===== src/sip_cfg.svh =====
// Purpose: Offsets, field positions, reset values and timing counts of the ingress policy group.
// Assumes: 50 MHz switch clock; register index times four is the AXI byte address.
// Notes: Definitions only.
`ifndef SIP_CFG_SVH
`define SIP_CFG_SVH

`define SIP_IDX_MIRROR 14'h1846
`define SIP_IDX_TAGTYPE 14'h1847
`define SIP_IDX_THROTTLE 14'h1848
`define SIP_IDX_ADMIT 14'h1849
`define SIP_IDX_METER 14'h184a

`define SIP_MASK_MIRROR 32'h000001ff
`define SIP_MASK_TAGTYPE 32'h0000003f
`define SIP_MASK_THROTTLE 32'h07ffffff
`define SIP_MASK_ADMIT 32'h00000007
`define SIP_MASK_METER 32'h00000007

`define SIP_RST_MIRROR 32'h00000000
`define SIP_RST_TAGTYPE 32'h00000000
`define SIP_RST_THROTTLE 32'h00080402
`define SIP_RST_ADMIT 32'h00000000
`define SIP_RST_METER 32'h00000000

`define SIP_MIR_TX_BIT 0
`define SIP_MIR_RX_BIT 1
`define SIP_MIR_PORT_LSB 2
`define SIP_MIR_SNIF_LSB 5
`define SIP_MIR_FILT_BIT 8
`define SIP_THR_FIELD_STRIDE 9
`define SIP_THR_EN_OFS 8
`define SIP_MTR_EN_BIT 0
`define SIP_MTR_MODE_LSB 1
`define SIP_THR_UNIT_BYTES 64
`define SIP_ENTRIES_PER_PORT 8

`define SIP_CLK_PERIOD_NS 20
`define SIP_BCAST_INTERVAL_NS 1720000
`define SIP_BCAST_INTERVAL_CYCLES (`SIP_BCAST_INTERVAL_NS / `SIP_CLK_PERIOD_NS)

`define SIP_RESP_OKAY 2'h0
`define SIP_RESP_SLVERR 2'h2

`endif


===== src/sip_pkg.sv =====
// Purpose: Shared types of the ingress policy register group.
// Assumes: Nothing beyond SystemVerilog.
// Notes: Numeric constants live in sip_cfg.svh.
package sip_pkg;
  typedef enum logic [1:0] {
    SIP_MODE_PORT_PRI = 2'h0,
    SIP_MODE_PORT = 2'h1,
    SIP_MODE_PRI = 2'h2,
    SIP_MODE_RSVD = 2'h3
  } sip_meter_mode_t;

  typedef enum logic [2:0] {
    SIP_WR_IDLE = 3'h1,
    SIP_WR_COMMIT = 3'h2,
    SIP_WR_RESP = 3'h4
  } sip_wr_state_t;
endpackage : sip_pkg


===== src/sip_bcast_throttle.sv =====
// Purpose: Broadcast byte budget of one port over a fixed interval.
// Assumes: tick pulses once per interval; frames arrive one per cycle at most.
// Notes: Budget is level times the unit size; a frame that would overrun it is rejected.
`include "sip_cfg.svh"
`timescale 1ns/1ps
module sip_bcast_throttle #(
  parameter int LEN_W = 11
) (
  input wire logic clk,
  input wire logic rst_n,
  input wire logic tick,
  input wire logic enable,
  input wire logic [7:0] level,
  input wire logic frameValid,
  input wire logic [LEN_W-1:0] frameLen,
  output logic accept,
  output logic reject
);
  import sip_pkg::*;

  logic [15:0] usedBytes;
  wire [15:0] baseBytes = tick ? 16'h0000 : usedBytes;
  wire [15:0] sumBytes = baseBytes + 16'(frameLen);
  wire [15:0] budget = 16'(level) * 16'(`SIP_THR_UNIT_BYTES);
  wire fits = !enable || (sumBytes <= budget);

  // A tick in the same cycle as a frame opens the new interval first.
  always_ff @(posedge clk or negedge rst_n) begin
    if (!rst_n) begin
      usedBytes <= 16'h0000;
      accept <= 1'b0;
      reject <= 1'b0;
    end else begin
      accept <= frameValid && fits;
      reject <= frameValid && !fits;
      if (frameValid && fits) begin
        usedBytes <= sumBytes;
      end else begin
        usedBytes <= baseBytes;
      end
    end
  end
endmodule : sip_bcast_throttle


===== src/sip_policy_regs.sv =====
// Purpose: Ingress and forwarding policy registers of the three-port switch engine.
// Assumes: AXI4-Lite slave on clk; datapath events are synchronous to clk.
// Notes: Decisions for the datapath are registered one cycle after the event.
//
// Implementation choice: the AXI4-Lite register port.
`include "sip_cfg.svh"
`timescale 1ns/1ps
module sip_policy_regs #(
  parameter int ADDR_W = 16,
  parameter int LEN_W = 11,
  parameter int INTERVAL_CYCLES = `SIP_BCAST_INTERVAL_CYCLES
) (
  input wire logic clk,
  input wire logic rst_n,
  input wire logic [ADDR_W-1:0] s_axi_awaddr,
  input wire logic s_axi_awvalid,
  output logic s_axi_awready,
  input wire logic [31:0] s_axi_wdata,
  input wire logic [3:0] s_axi_wstrb,
  input wire logic s_axi_wvalid,
  output logic s_axi_wready,
  output logic [1:0] s_axi_bresp,
  output logic s_axi_bvalid,
  input wire logic s_axi_bready,
  input wire logic [ADDR_W-1:0] s_axi_araddr,
  input wire logic s_axi_arvalid,
  output logic s_axi_arready,
  output logic [31:0] s_axi_rdata,
  output logic [1:0] s_axi_rresp,
  output logic s_axi_rvalid,
  input wire logic s_axi_rready,
  input wire logic rxPktValid,
  input wire logic [1:0] rxPktPort,
  input wire logic rxPktFiltered,
  output logic [2:0] rxDestMask,
  output logic [2:0] rxMirrorMask,
  output logic rxFilteredCount,
  output logic rxDropEvent,
  input wire logic txPktValid,
  input wire logic [1:0] txPktPort,
  output logic [2:0] txMirrorMask,
  output logic [2:0] tagDestEnable,
  input wire logic [2:0] bcastValid,
  input wire logic [3*LEN_W-1:0] bcastLen,
  output logic [2:0] bcastAccept,
  output logic [2:0] bcastReject,
  input wire logic vlanCheckValid,
  input wire logic [1:0] vlanCheckPort,
  input wire logic vlanPortMember,
  input wire logic vlanActive,
  output logic vlanAdmit,
  output logic vlanReject,
  input wire logic meterReqValid,
  input wire logic [1:0] meterReqPort,
  input wire logic [2:0] meterReqPri,
  output logic meterLookupValid,
  output logic [4:0] committedRateEntry,
  output logic meterEnable,
  output sip_pkg::sip_meter_mode_t meterMode
);
  import sip_pkg::*;

  logic [31:0] mirrorControl;
  logic [31:0] ingressTagDestType;
  logic [31:0] broadcastThrottle;
  logic [31:0] vlanNonmemberAdmit;
  logic [31:0] ingressMeterConfig;
  sip_wr_state_t wrState;
  logic [ADDR_W-1:0] awAddrQ;
  logic [31:0] wDataQ;
  logic [3:0] wStrbQ;
  logic awHeld;
  logic wHeld;
  logic [16:0] intervalCount;
  logic intervalTick;

  // Printed offsets are register indices, so the byte address is four times the index.
  wire [13:0] wrIndex = 14'(awAddrQ >> 2);
  wire [13:0] rdIndex = 14'(s_axi_araddr >> 2);
  wire wrAligned = awAddrQ[1:0] == 2'h0;
  wire rdAligned = s_axi_araddr[1:0] == 2'h0;
  wire wrHitMirror = wrAligned && (wrIndex == `SIP_IDX_MIRROR);
  wire wrHitTag = wrAligned && (wrIndex == `SIP_IDX_TAGTYPE);
  wire wrHitThrottle = wrAligned && (wrIndex == `SIP_IDX_THROTTLE);
  wire wrHitAdmit = wrAligned && (wrIndex == `SIP_IDX_ADMIT);
  wire wrHitMeter = wrAligned && (wrIndex == `SIP_IDX_METER);
  wire wrHitAny = wrHitMirror || wrHitTag || wrHitThrottle || wrHitAdmit || wrHitMeter;
  wire rdHitMirror = rdAligned && (rdIndex == `SIP_IDX_MIRROR);
  wire rdHitTag = rdAligned && (rdIndex == `SIP_IDX_TAGTYPE);
  wire rdHitThrottle = rdAligned && (rdIndex == `SIP_IDX_THROTTLE);
  wire rdHitAdmit = rdAligned && (rdIndex == `SIP_IDX_ADMIT);
  wire rdHitMeter = rdAligned && (rdIndex == `SIP_IDX_METER);
  wire rdHitAny = rdHitMirror || rdHitTag || rdHitThrottle || rdHitAdmit || rdHitMeter;

  wire [31:0] strbMask = {{8{wStrbQ[3]}}, {8{wStrbQ[2]}}, {8{wStrbQ[1]}}, {8{wStrbQ[0]}}};
  wire [31:0] next_mirrorControl =
    ((mirrorControl & ~strbMask) | (wDataQ & strbMask)) & `SIP_MASK_MIRROR;
  wire [31:0] next_ingressTagDestType =
    ((ingressTagDestType & ~strbMask) | (wDataQ & strbMask)) & `SIP_MASK_TAGTYPE;
  wire [31:0] next_broadcastThrottle =
    ((broadcastThrottle & ~strbMask) | (wDataQ & strbMask)) & `SIP_MASK_THROTTLE;
  wire [31:0] next_vlanNonmemberAdmit =
    ((vlanNonmemberAdmit & ~strbMask) | (wDataQ & strbMask)) & `SIP_MASK_ADMIT;
  wire [31:0] next_ingressMeterConfig =
    ((ingressMeterConfig & ~strbMask) | (wDataQ & strbMask)) & `SIP_MASK_METER;

  wire [31:0] rdMux =
    ({32{rdHitMirror}} & mirrorControl) |
    ({32{rdHitTag}} & ingressTagDestType) |
    ({32{rdHitThrottle}} & broadcastThrottle) |
    ({32{rdHitAdmit}} & vlanNonmemberAdmit) |
    ({32{rdHitMeter}} & ingressMeterConfig);

  wire wrCommit = wrState == SIP_WR_COMMIT;
  wire awTake = s_axi_awvalid && s_axi_awready;
  wire wTake = s_axi_wvalid && s_axi_wready;
  wire arTake = s_axi_arvalid && s_axi_arready;
  wire rTake = s_axi_rvalid && s_axi_rready;
  // Address and data may be taken in the same cycle, so a take counts as already held.
  wire wrBothIn = (awHeld || awTake) && (wHeld || wTake);
  wire [1:0] wrResp = wrHitAny ? `SIP_RESP_OKAY : `SIP_RESP_SLVERR;
  wire [1:0] rdResp = rdHitAny ? `SIP_RESP_OKAY : `SIP_RESP_SLVERR;
  wire wrMirror = wrCommit && wrHitMirror;
  wire wrTag = wrCommit && wrHitTag;
  wire wrThrottle = wrCommit && wrHitThrottle;
  wire wrAdmit = wrCommit && wrHitAdmit;
  wire wrMeter = wrCommit && wrHitMeter;

  // Address and data are taken in either order; the response waits for both.
  always_ff @(posedge clk or negedge rst_n) begin
    if (!rst_n) begin
      wrState <= SIP_WR_IDLE;
      s_axi_awready <= 1'b1;
      s_axi_wready <= 1'b1;
      awHeld <= 1'b0;
      wHeld <= 1'b0;
      awAddrQ <= '0;
      wDataQ <= 32'h00000000;
      wStrbQ <= 4'h0;
      s_axi_bvalid <= 1'b0;
      s_axi_bresp <= `SIP_RESP_OKAY;
    end else begin
      case (wrState)
        SIP_WR_IDLE: begin
          if (awTake) begin
            awAddrQ <= s_axi_awaddr;
            awHeld <= 1'b1;
            s_axi_awready <= 1'b0;
          end
          if (wTake) begin
            wDataQ <= s_axi_wdata;
            wStrbQ <= s_axi_wstrb;
            wHeld <= 1'b1;
            s_axi_wready <= 1'b0;
          end
          if (wrBothIn) begin
            wrState <= SIP_WR_COMMIT;
          end
        end
        SIP_WR_COMMIT: begin
          s_axi_bvalid <= 1'b1;
          s_axi_bresp <= wrResp;
          wrState <= SIP_WR_RESP;
        end
        SIP_WR_RESP: begin
          // Readies stay low until the response is taken, so only one write is in flight.
          if (s_axi_bready) begin
            s_axi_bvalid <= 1'b0;
            awHeld <= 1'b0;
            wHeld <= 1'b0;
            s_axi_awready <= 1'b1;
            s_axi_wready <= 1'b1;
            wrState <= SIP_WR_IDLE;
          end
        end
        default: begin
          wrState <= SIP_WR_IDLE;
        end
      endcase
    end
  end

  always_ff @(posedge clk or negedge rst_n) begin
    if (!rst_n) begin
      mirrorControl <= `SIP_RST_MIRROR;
      ingressTagDestType <= `SIP_RST_TAGTYPE;
      broadcastThrottle <= `SIP_RST_THROTTLE;
      vlanNonmemberAdmit <= `SIP_RST_ADMIT;
      ingressMeterConfig <= `SIP_RST_METER;
    end else begin
      if (wrMirror) mirrorControl <= next_mirrorControl;
      if (wrTag) ingressTagDestType <= next_ingressTagDestType;
      if (wrThrottle) broadcastThrottle <= next_broadcastThrottle;
      if (wrAdmit) vlanNonmemberAdmit <= next_vlanNonmemberAdmit;
      if (wrMeter) ingressMeterConfig <= next_ingressMeterConfig;
    end
  end

  // Reads answer one cycle after the address is taken; unmapped reads give zero.
  // A read may overlap a write; the two paths share nothing but the registers.
  always_ff @(posedge clk or negedge rst_n) begin
    if (!rst_n) begin
      s_axi_arready <= 1'b1;
      s_axi_rvalid <= 1'b0;
      s_axi_rdata <= 32'h00000000;
      s_axi_rresp <= `SIP_RESP_OKAY;
    end else if (arTake) begin
      s_axi_arready <= 1'b0;
      s_axi_rvalid <= 1'b1;
      s_axi_rdata <= rdMux;
      s_axi_rresp <= rdResp;
    end else if (rTake) begin
      s_axi_rvalid <= 1'b0;
      s_axi_arready <= 1'b1;
    end
  end

  // Mirroring fields.
  wire mirTxEn = mirrorControl[`SIP_MIR_TX_BIT];
  wire mirRxEn = mirrorControl[`SIP_MIR_RX_BIT];
  wire mirFiltEn = mirrorControl[`SIP_MIR_FILT_BIT];
  wire [2:0] mirroredPorts = mirrorControl[`SIP_MIR_PORT_LSB +: 3];
  wire [2:0] snifferPorts = mirrorControl[`SIP_MIR_SNIF_LSB +: 3];
  wire [3:0] rxPortOneHot = 4'h1 << rxPktPort;
  wire [3:0] txPortOneHot = 4'h1 << txPktPort;
  wire rxOnMirrored = |(rxPortOneHot[2:0] & mirroredPorts);
  wire txOnMirrored = |(txPortOneHot[2:0] & mirroredPorts);
  // Several sniffer bits set copy to each of them; software is expected to avoid that.
  wire rxMirrorHit = mirRxEn && rxOnMirrored && (!rxPktFiltered || mirFiltEn);
  wire [2:0] next_rxMirrorMask = rxMirrorHit ? snifferPorts : 3'h0;
  // A filtered packet never reaches a normal destination, mirrored or not.
  wire [2:0] next_rxDestMask = rxPktFiltered ? 3'h0 : ~rxPortOneHot[2:0];
  wire [2:0] next_txMirrorMask = (mirTxEn && txOnMirrored) ? snifferPorts : 3'h0;

  always_ff @(posedge clk or negedge rst_n) begin
    if (!rst_n) begin
      rxDestMask <= 3'h0;
      rxMirrorMask <= 3'h0;
      rxFilteredCount <= 1'b0;
      rxDropEvent <= 1'b0;
      txMirrorMask <= 3'h0;
    end else begin
      rxDestMask <= rxPktValid ? next_rxDestMask : 3'h0;
      rxMirrorMask <= rxPktValid ? next_rxMirrorMask : 3'h0;
      rxFilteredCount <= rxPktValid && rxPktFiltered;
      rxDropEvent <= rxPktValid && rxPktFiltered;
      txMirrorMask <= txPktValid ? next_txMirrorMask : 3'h0;
    end
  end

  // Per-port decode of type and throttle fields.
  // Each port keeps its own byte budget; only the interval tick is shared.
  logic [2:0] next_tagDestEnable;
  genvar p;
  generate
    for (p = 0; p < 3; p++) begin : g_port
      assign next_tagDestEnable[p] = ingressTagDestType[2*p +: 2] == 2'h3;
      sip_bcast_throttle #(
        .LEN_W(LEN_W)
      ) u_throttle (
        .clk(clk),
        .rst_n(rst_n),
        .tick(intervalTick),
        .enable(broadcastThrottle[p*`SIP_THR_FIELD_STRIDE + `SIP_THR_EN_OFS]),
        .level(broadcastThrottle[p*`SIP_THR_FIELD_STRIDE +: 8]),
        .frameValid(bcastValid[p]),
        .frameLen(bcastLen[p*LEN_W +: LEN_W]),
        .accept(bcastAccept[p]),
        .reject(bcastReject[p])
      );
    end
  endgenerate

  // The interval divider runs freely; a long count because the interval is milliseconds.
  always_ff @(posedge clk or negedge rst_n) begin
    if (!rst_n) begin
      intervalCount <= 17'h00000;
      intervalTick <= 1'b0;
    end else if (intervalCount == 17'(INTERVAL_CYCLES - 1)) begin
      intervalCount <= 17'h00000;
      intervalTick <= 1'b1;
    end else begin
      intervalCount <= intervalCount + 17'h00001;
      intervalTick <= 1'b0;
    end
  end

  // Non-member admission.
  // An inactive VLAN refuses every packet, member or not.
  wire [3:0] vlanPortOneHot = 4'h1 << vlanCheckPort;
  wire admitBit = |(vlanPortOneHot[2:0] & vlanNonmemberAdmit[2:0]);
  wire next_vlanAdmit = vlanActive && (vlanPortMember || admitBit);

  // Meter entry selection.
  // Reserved mode 11 selects entry 0 so that a stray setting cannot index past the table.
  wire [1:0] modeBits = ingressMeterConfig[`SIP_MTR_MODE_LSB +: 2];
  wire [4:0] entryPortPri = 5'(meterReqPort * `SIP_ENTRIES_PER_PORT) + 5'(meterReqPri);
  wire [4:0] entryPort = 5'(meterReqPort);
  wire [4:0] entryPri = 5'(meterReqPri);
  wire [4:0] next_entry =
    (modeBits == SIP_MODE_PORT_PRI) ? entryPortPri :
    (modeBits == SIP_MODE_PORT) ? entryPort :
    (modeBits == SIP_MODE_PRI) ? entryPri : 5'h00;

  always_ff @(posedge clk or negedge rst_n) begin
    if (!rst_n) begin
      tagDestEnable <= 3'h0;
      vlanAdmit <= 1'b0;
      vlanReject <= 1'b0;
      meterLookupValid <= 1'b0;
      committedRateEntry <= 5'h00;
      meterEnable <= 1'b0;
      meterMode <= SIP_MODE_PORT_PRI;
    end else begin
      // Configuration outputs lag their register by one cycle so that each leaves a flop.
      tagDestEnable <= next_tagDestEnable;
      vlanAdmit <= vlanCheckValid && next_vlanAdmit;
      vlanReject <= vlanCheckValid && !next_vlanAdmit;
      meterEnable <= ingressMeterConfig[`SIP_MTR_EN_BIT];
      meterMode <= sip_meter_mode_t'(modeBits);
      meterLookupValid <= meterReqValid && ingressMeterConfig[`SIP_MTR_EN_BIT];
      committedRateEntry <= meterReqValid ? next_entry : committedRateEntry;
    end
  end
endmodule : sip_policy_regs


===== config.mk =====
export PLATFORM = sky130hd
export DESIGN_NAME = sip_policy_regs
export DESIGN_NICKNAME = d
export VERILOG_FILES = /design/src/sip_pkg.sv /design/src/sip_bcast_throttle.sv /design/src/sip_policy_regs.sv
export VERILOG_INCLUDE_DIRS = /design/src
export SDC_FILE = /design/constraint.sdc
export NUM_CORES = 1
export LEC_CHECK = 0
export BUFFER_PORTS_ARGS = -buffer_cell sky130_fd_sc_hd__buf_2
export CELL_PAD_IN_SITES_DETAIL_PLACEMENT = 1
export CELL_PAD_IN_SITES_GLOBAL_PLACEMENT = 2
export CORE_MARGIN = 5
export CORE_UTILIZATION = 36
export DETAILED_ROUTE_END_ITERATION = 10
export PLACE_DENSITY = 0.76
export SKIP_LAST_GASP = 1
export SYNTH_ARGS = -nofsm -noshare
export SYNTH_HDL_FRONTEND = slang
export SYNTH_SLANG_ARGS = --single-unit

===== constraint.sdc =====
create_clock -name clk -period 6.75 [get_ports clk]
set_input_delay 0.675 -clock clk [delete_from_list [all_inputs] [get_ports clk]]
set_output_delay 0.675 -clock clk [all_outputs]
set_load 0.01 [all_outputs]

==> key figures <==
STA
  • Fmax: roughly 180 MHz
  • Max Clock Skew: roughly 0.020 ns
  • Final period utilization: between 80% and 90%
  • Final Max Slew Viols: 0
  • Final worst slack: 1.07 ns
  • Final hold vios: 0
  • Slew @ Worst Pin: around 1.3 ns
  • # setup viols final: 0
  • Final min period: roughly 5.7 ns
  • Worst hold slack: 0.0742 ns
  • RSZ-0062 raised after global routing: no
  • Max-slew headroom: 14.8%
  • Setup TNS: 0 ns

Logic synthesis
  • Yosys reg bits: 230
  • Synthesized cell area: roughly 13000 um^2
  • Synth Area per Inst: approximately 10 um^2
  • Yosys warnings: 0
  • Main synth FF type: dfrtp_1
  • Post-synthesis sequential area ratio: ~45%
  • Ys async rst share: 100%
  • Yosys top cell area share: 43.5%
  • Area contributors post-synth: dfrtp_1 43%, mux2_2 10%, ha_1 5.7%, nand2_1 2.6%, nor2b_1 2.5%
  • Post-synth top area cell: dfrtp_1
  • EDFF count, synth: 0
  • Synth unique cells: 86
  • Cell count after synthesis: 1236

CTS
  • H-tree Lvls: 1
  • Clock-pin transition on the worst setup and hold timing paths: approximately 0.060 ns
  • CTS Hold Buffers Added: 0
  • Clk root buf: clkbuf_16
  • Clock buffer depth: 3
  • CTS tree: done
  • Cts bufs inserted: 27
  • CTS Sinks: 230
  • Later-pin clock latency in the skew report: between 0.5 and 0.6 ns
  • Post-cts sizing count: 0
  • Post CTS Setup Buffer Count: 0

Route
  • WL per Instance: 19.1 um
  • Via Count: roughly 10000
  • Drt first pass iters: 5
  • Mean number of vias per cell: 5.31
  • Routed Antenna Nets: 0
  • Drt initial violations: 437
  • Drt total wl: between 30000 and 40000 um
  • # DRC: 0

Global route
  • Global-route wire length before repair: between 50000 and 60000 um
  • Initial antenna violation count: 6
  • Pin count of the biggest net entering global routing: roughly 160
  • Global route overflow: 0
  • Vias in the first global route: ~11000
  • Total track usage: a little under a fifth

Placement
  • Routability Congestion: 0.828
  • Inst Count DP: ~1800
  • Number of port buffers: between 150 and 200
  • Pre-CTS setup slack: approximately 1 ns
  • DPL Wire Length: 26500 um

Floorplanning
  • Site Rows: just under 70
  • Die Span Y: 199 um
  • Boundary Pins: between 200 and 250
  • Initial Utilization: 36.3%
  • Core ar.: approximately 35000 um^2
  • Die X: about 200 um
  • Die Area: approximately 40000 um^2

Run
  • MaxCap Viol Count: 0

Power
  • Maximum VDD drop: around 0.23 mV
  • P_leak: between 0.006 and 0.007 uW
  • PD cells: 399 nW/um^2

Critical path
  • Setup crit start kind: flip-flop
  • Worst EP arrival: a little over 6 ns
  • R2R Setup Slk: around 1.1 ns
  • R2r startpoint: intervalTick$_DFF_PN0_
  • Setup crit end kind: flip-flop
  • Worst R2R End: g_port[0].u_throttle.usedBytes[1]$_DFF_PN0_
  • Setup crit start: intervalTick$_DFF_PN0_
  • Setup CP Type: reg -> reg
  • Worst-path maximum fanout: 20
  • Worst-case reg-to-reg path depth: 17
  • WP data required: between 7 and 8 ns

Layout
  • Filler cells: 4036
  • Final net count: around 1600
  • Area grow syn2layout: 17.9%
  • Finished Layout Cells: roughly 1900
  • Share of cells above drive strength 1: approximately 28%

Run status
  • Outcome: complete, no violations

Worst hold path
  • Hold WC Path Type: in -> async
==> Yosys cell counts (7+ instances only) <==
cell type,count
o31ai_1,11
clkbuf_1,31
and3_1,22
buf_4,16
nor4_1,7
dfstp_2,7
nand4_1,15
and2_1,21
a21o_1,16
dfrtp_1,223
nand3_1,30
o21a_1,13
inv_1,52
xor2_1,25
nor2b_1,52
o311ai_0,13
xnor2_1,24
nand2_1,89
ha_1,58
mux2_2,115
o21ai_0,59
nor2_1,78
o211ai_1,18
nand3b_1,9
nand2b_1,12
mux2i_1,10
nor3_1,19
a222oi_1,9
or3_1,7
a31oi_1,11
a21oi_1,54
==> final cells by class <==
| class | instances | area [um^2] | area share, % |
|---|---|---|---|
| inverter | 53 | 199 | 1.31 |
| antenna | 3 | 7.51 | 0.0496 |
| timing repair buffer | 198 | 1040 | 6.86 |
| multi-input combinational | 904 | 6590 | 43.6 |
| sequential | 230 | 5770 | 38.1 |
| tap | 461 | 577 | 3.81 |
| clock buffer | 35 | 746 | 4.93 |
| clock inverter | 15 | 204 | 1.35 |
==> worst max path at each step <==
stage / endpoint / slack (ns) / cells past startpoint
after floorplan: g_port[0].u_throttle.usedBytes[10]$_DFF_PN0_ / 1.46 / 21
after global placement: g_port[0].u_throttle.usedBytes[7]$_DFF_PN0_ / 1.10 / 17
after detailed placement: g_port[2].u_throttle.usedBytes[5]$_DFF_PN0_ / 1.01 / 19
after CTS: g_port[0].u_throttle.usedBytes[0]$_DFF_PN0_ / 0.97 / 17
after global routing: g_port[2].u_throttle.usedBytes[0]$_DFF_PN0_ / 0.63 / 19
final: g_port[0].u_throttle.usedBytes[1]$_DFF_PN0_ / 1.07 / 17
==> worst max-delay path, stage by stage, from the launching register on <==
cell,delay [ns]
dfrtp_2,0.66
nor2b_1,0.13
ha_1,0.24
fa_1,0.44
a211o_1,0.31
a21oi_1,0.17
o21ai_0,0.21
o21a_1,0.24
o21ai_0,0.37
xnor2_1,0.14
ha_1,0.31
nand4_1,0.09
nor3b_1,0.20
nand3_1,0.10
o32ai_1,0.45
nand3_1,0.34
o31ai_4,0.75
mux2_2,0.41
==> cells in the final DEF, fill, tap and decap left out, drive strengths merged, types with 15 or more instances in the layout <==
| cell type | netlist | layout |
|---|---|---|
| a21o | 17 | 17 |
| a21oi | 55 | 55 |
| and2 | 21 | 21 |
| and3 | 24 | 24 |
| buf | 23 | 198 |
| clkbuf | 31 | 35 |
| dfrtp | 223 | 223 |
| ha | 58 | 58 |
| inv | 52 | 53 |
| mux2 | 117 | 117 |
| nand2 | 89 | 89 |
| nand3 | 30 | 30 |
| nand4 | 15 | 15 |
| nor2 | 78 | 78 |
| nor2b | 52 | 52 |
| nor3 | 20 | 20 |
| o211ai | 19 | 19 |
| o21ai | 61 | 61 |
| xnor2 | 24 | 24 |
| xor2 | 25 | 25 |
==> kinds of logic (layout without fill, tap and decap cells) <==
| group | count (synthesis) | in the layout | share of synthesized area, % |
|---|---|---|---|
| AND/OR/NAND/NOR | 397 | 397 | 16.3 |
| adder cells (fa/ha/maj) | 61 | 61 | 6.12 |
| buffers and inverters | 108 | 301 | 4.01 |
| multiplexers | 127 | 127 | 11.0 |
| flip-flops | 230 | 230 | 44.9 |
| XOR/XNOR | 49 | 49 | 3.34 |
| other | 1 | 10 | 0.0292 |
| AO/OA/AOI/OAI | 263 | 263 | 14.2 |
==> stage by stage <==
step / utilization, % / area, um^2 / total power (uW)
floorplan: - / 12900 / 3810
CTS: 42.7 / 15100 / 6110
finish: 42.7 / 15100 / 6030
global route: 42.7 / 15100 / 6510
detailed placement: 40.0 / 14200 / 4510
global placement: 40.0 / 14200 / 4420
==> per-layer routing <==
layer	part of all wire, %	global-route usage, %	up-vias
met5	0.094	0	-
met4	1.5	3.39	6
met3	5.3	3.64	39
met2	46	29.7	179
met1	47	25.6	5037
li1	-	-	4818
==> where the power goes <==
group,internal [uW],switching (uW)
Sequential,1700,177
Clock,938,613
Combinational,1120,1490
Total,3760,2280
No activity file was read; power rests on OpenSTA's default activity.
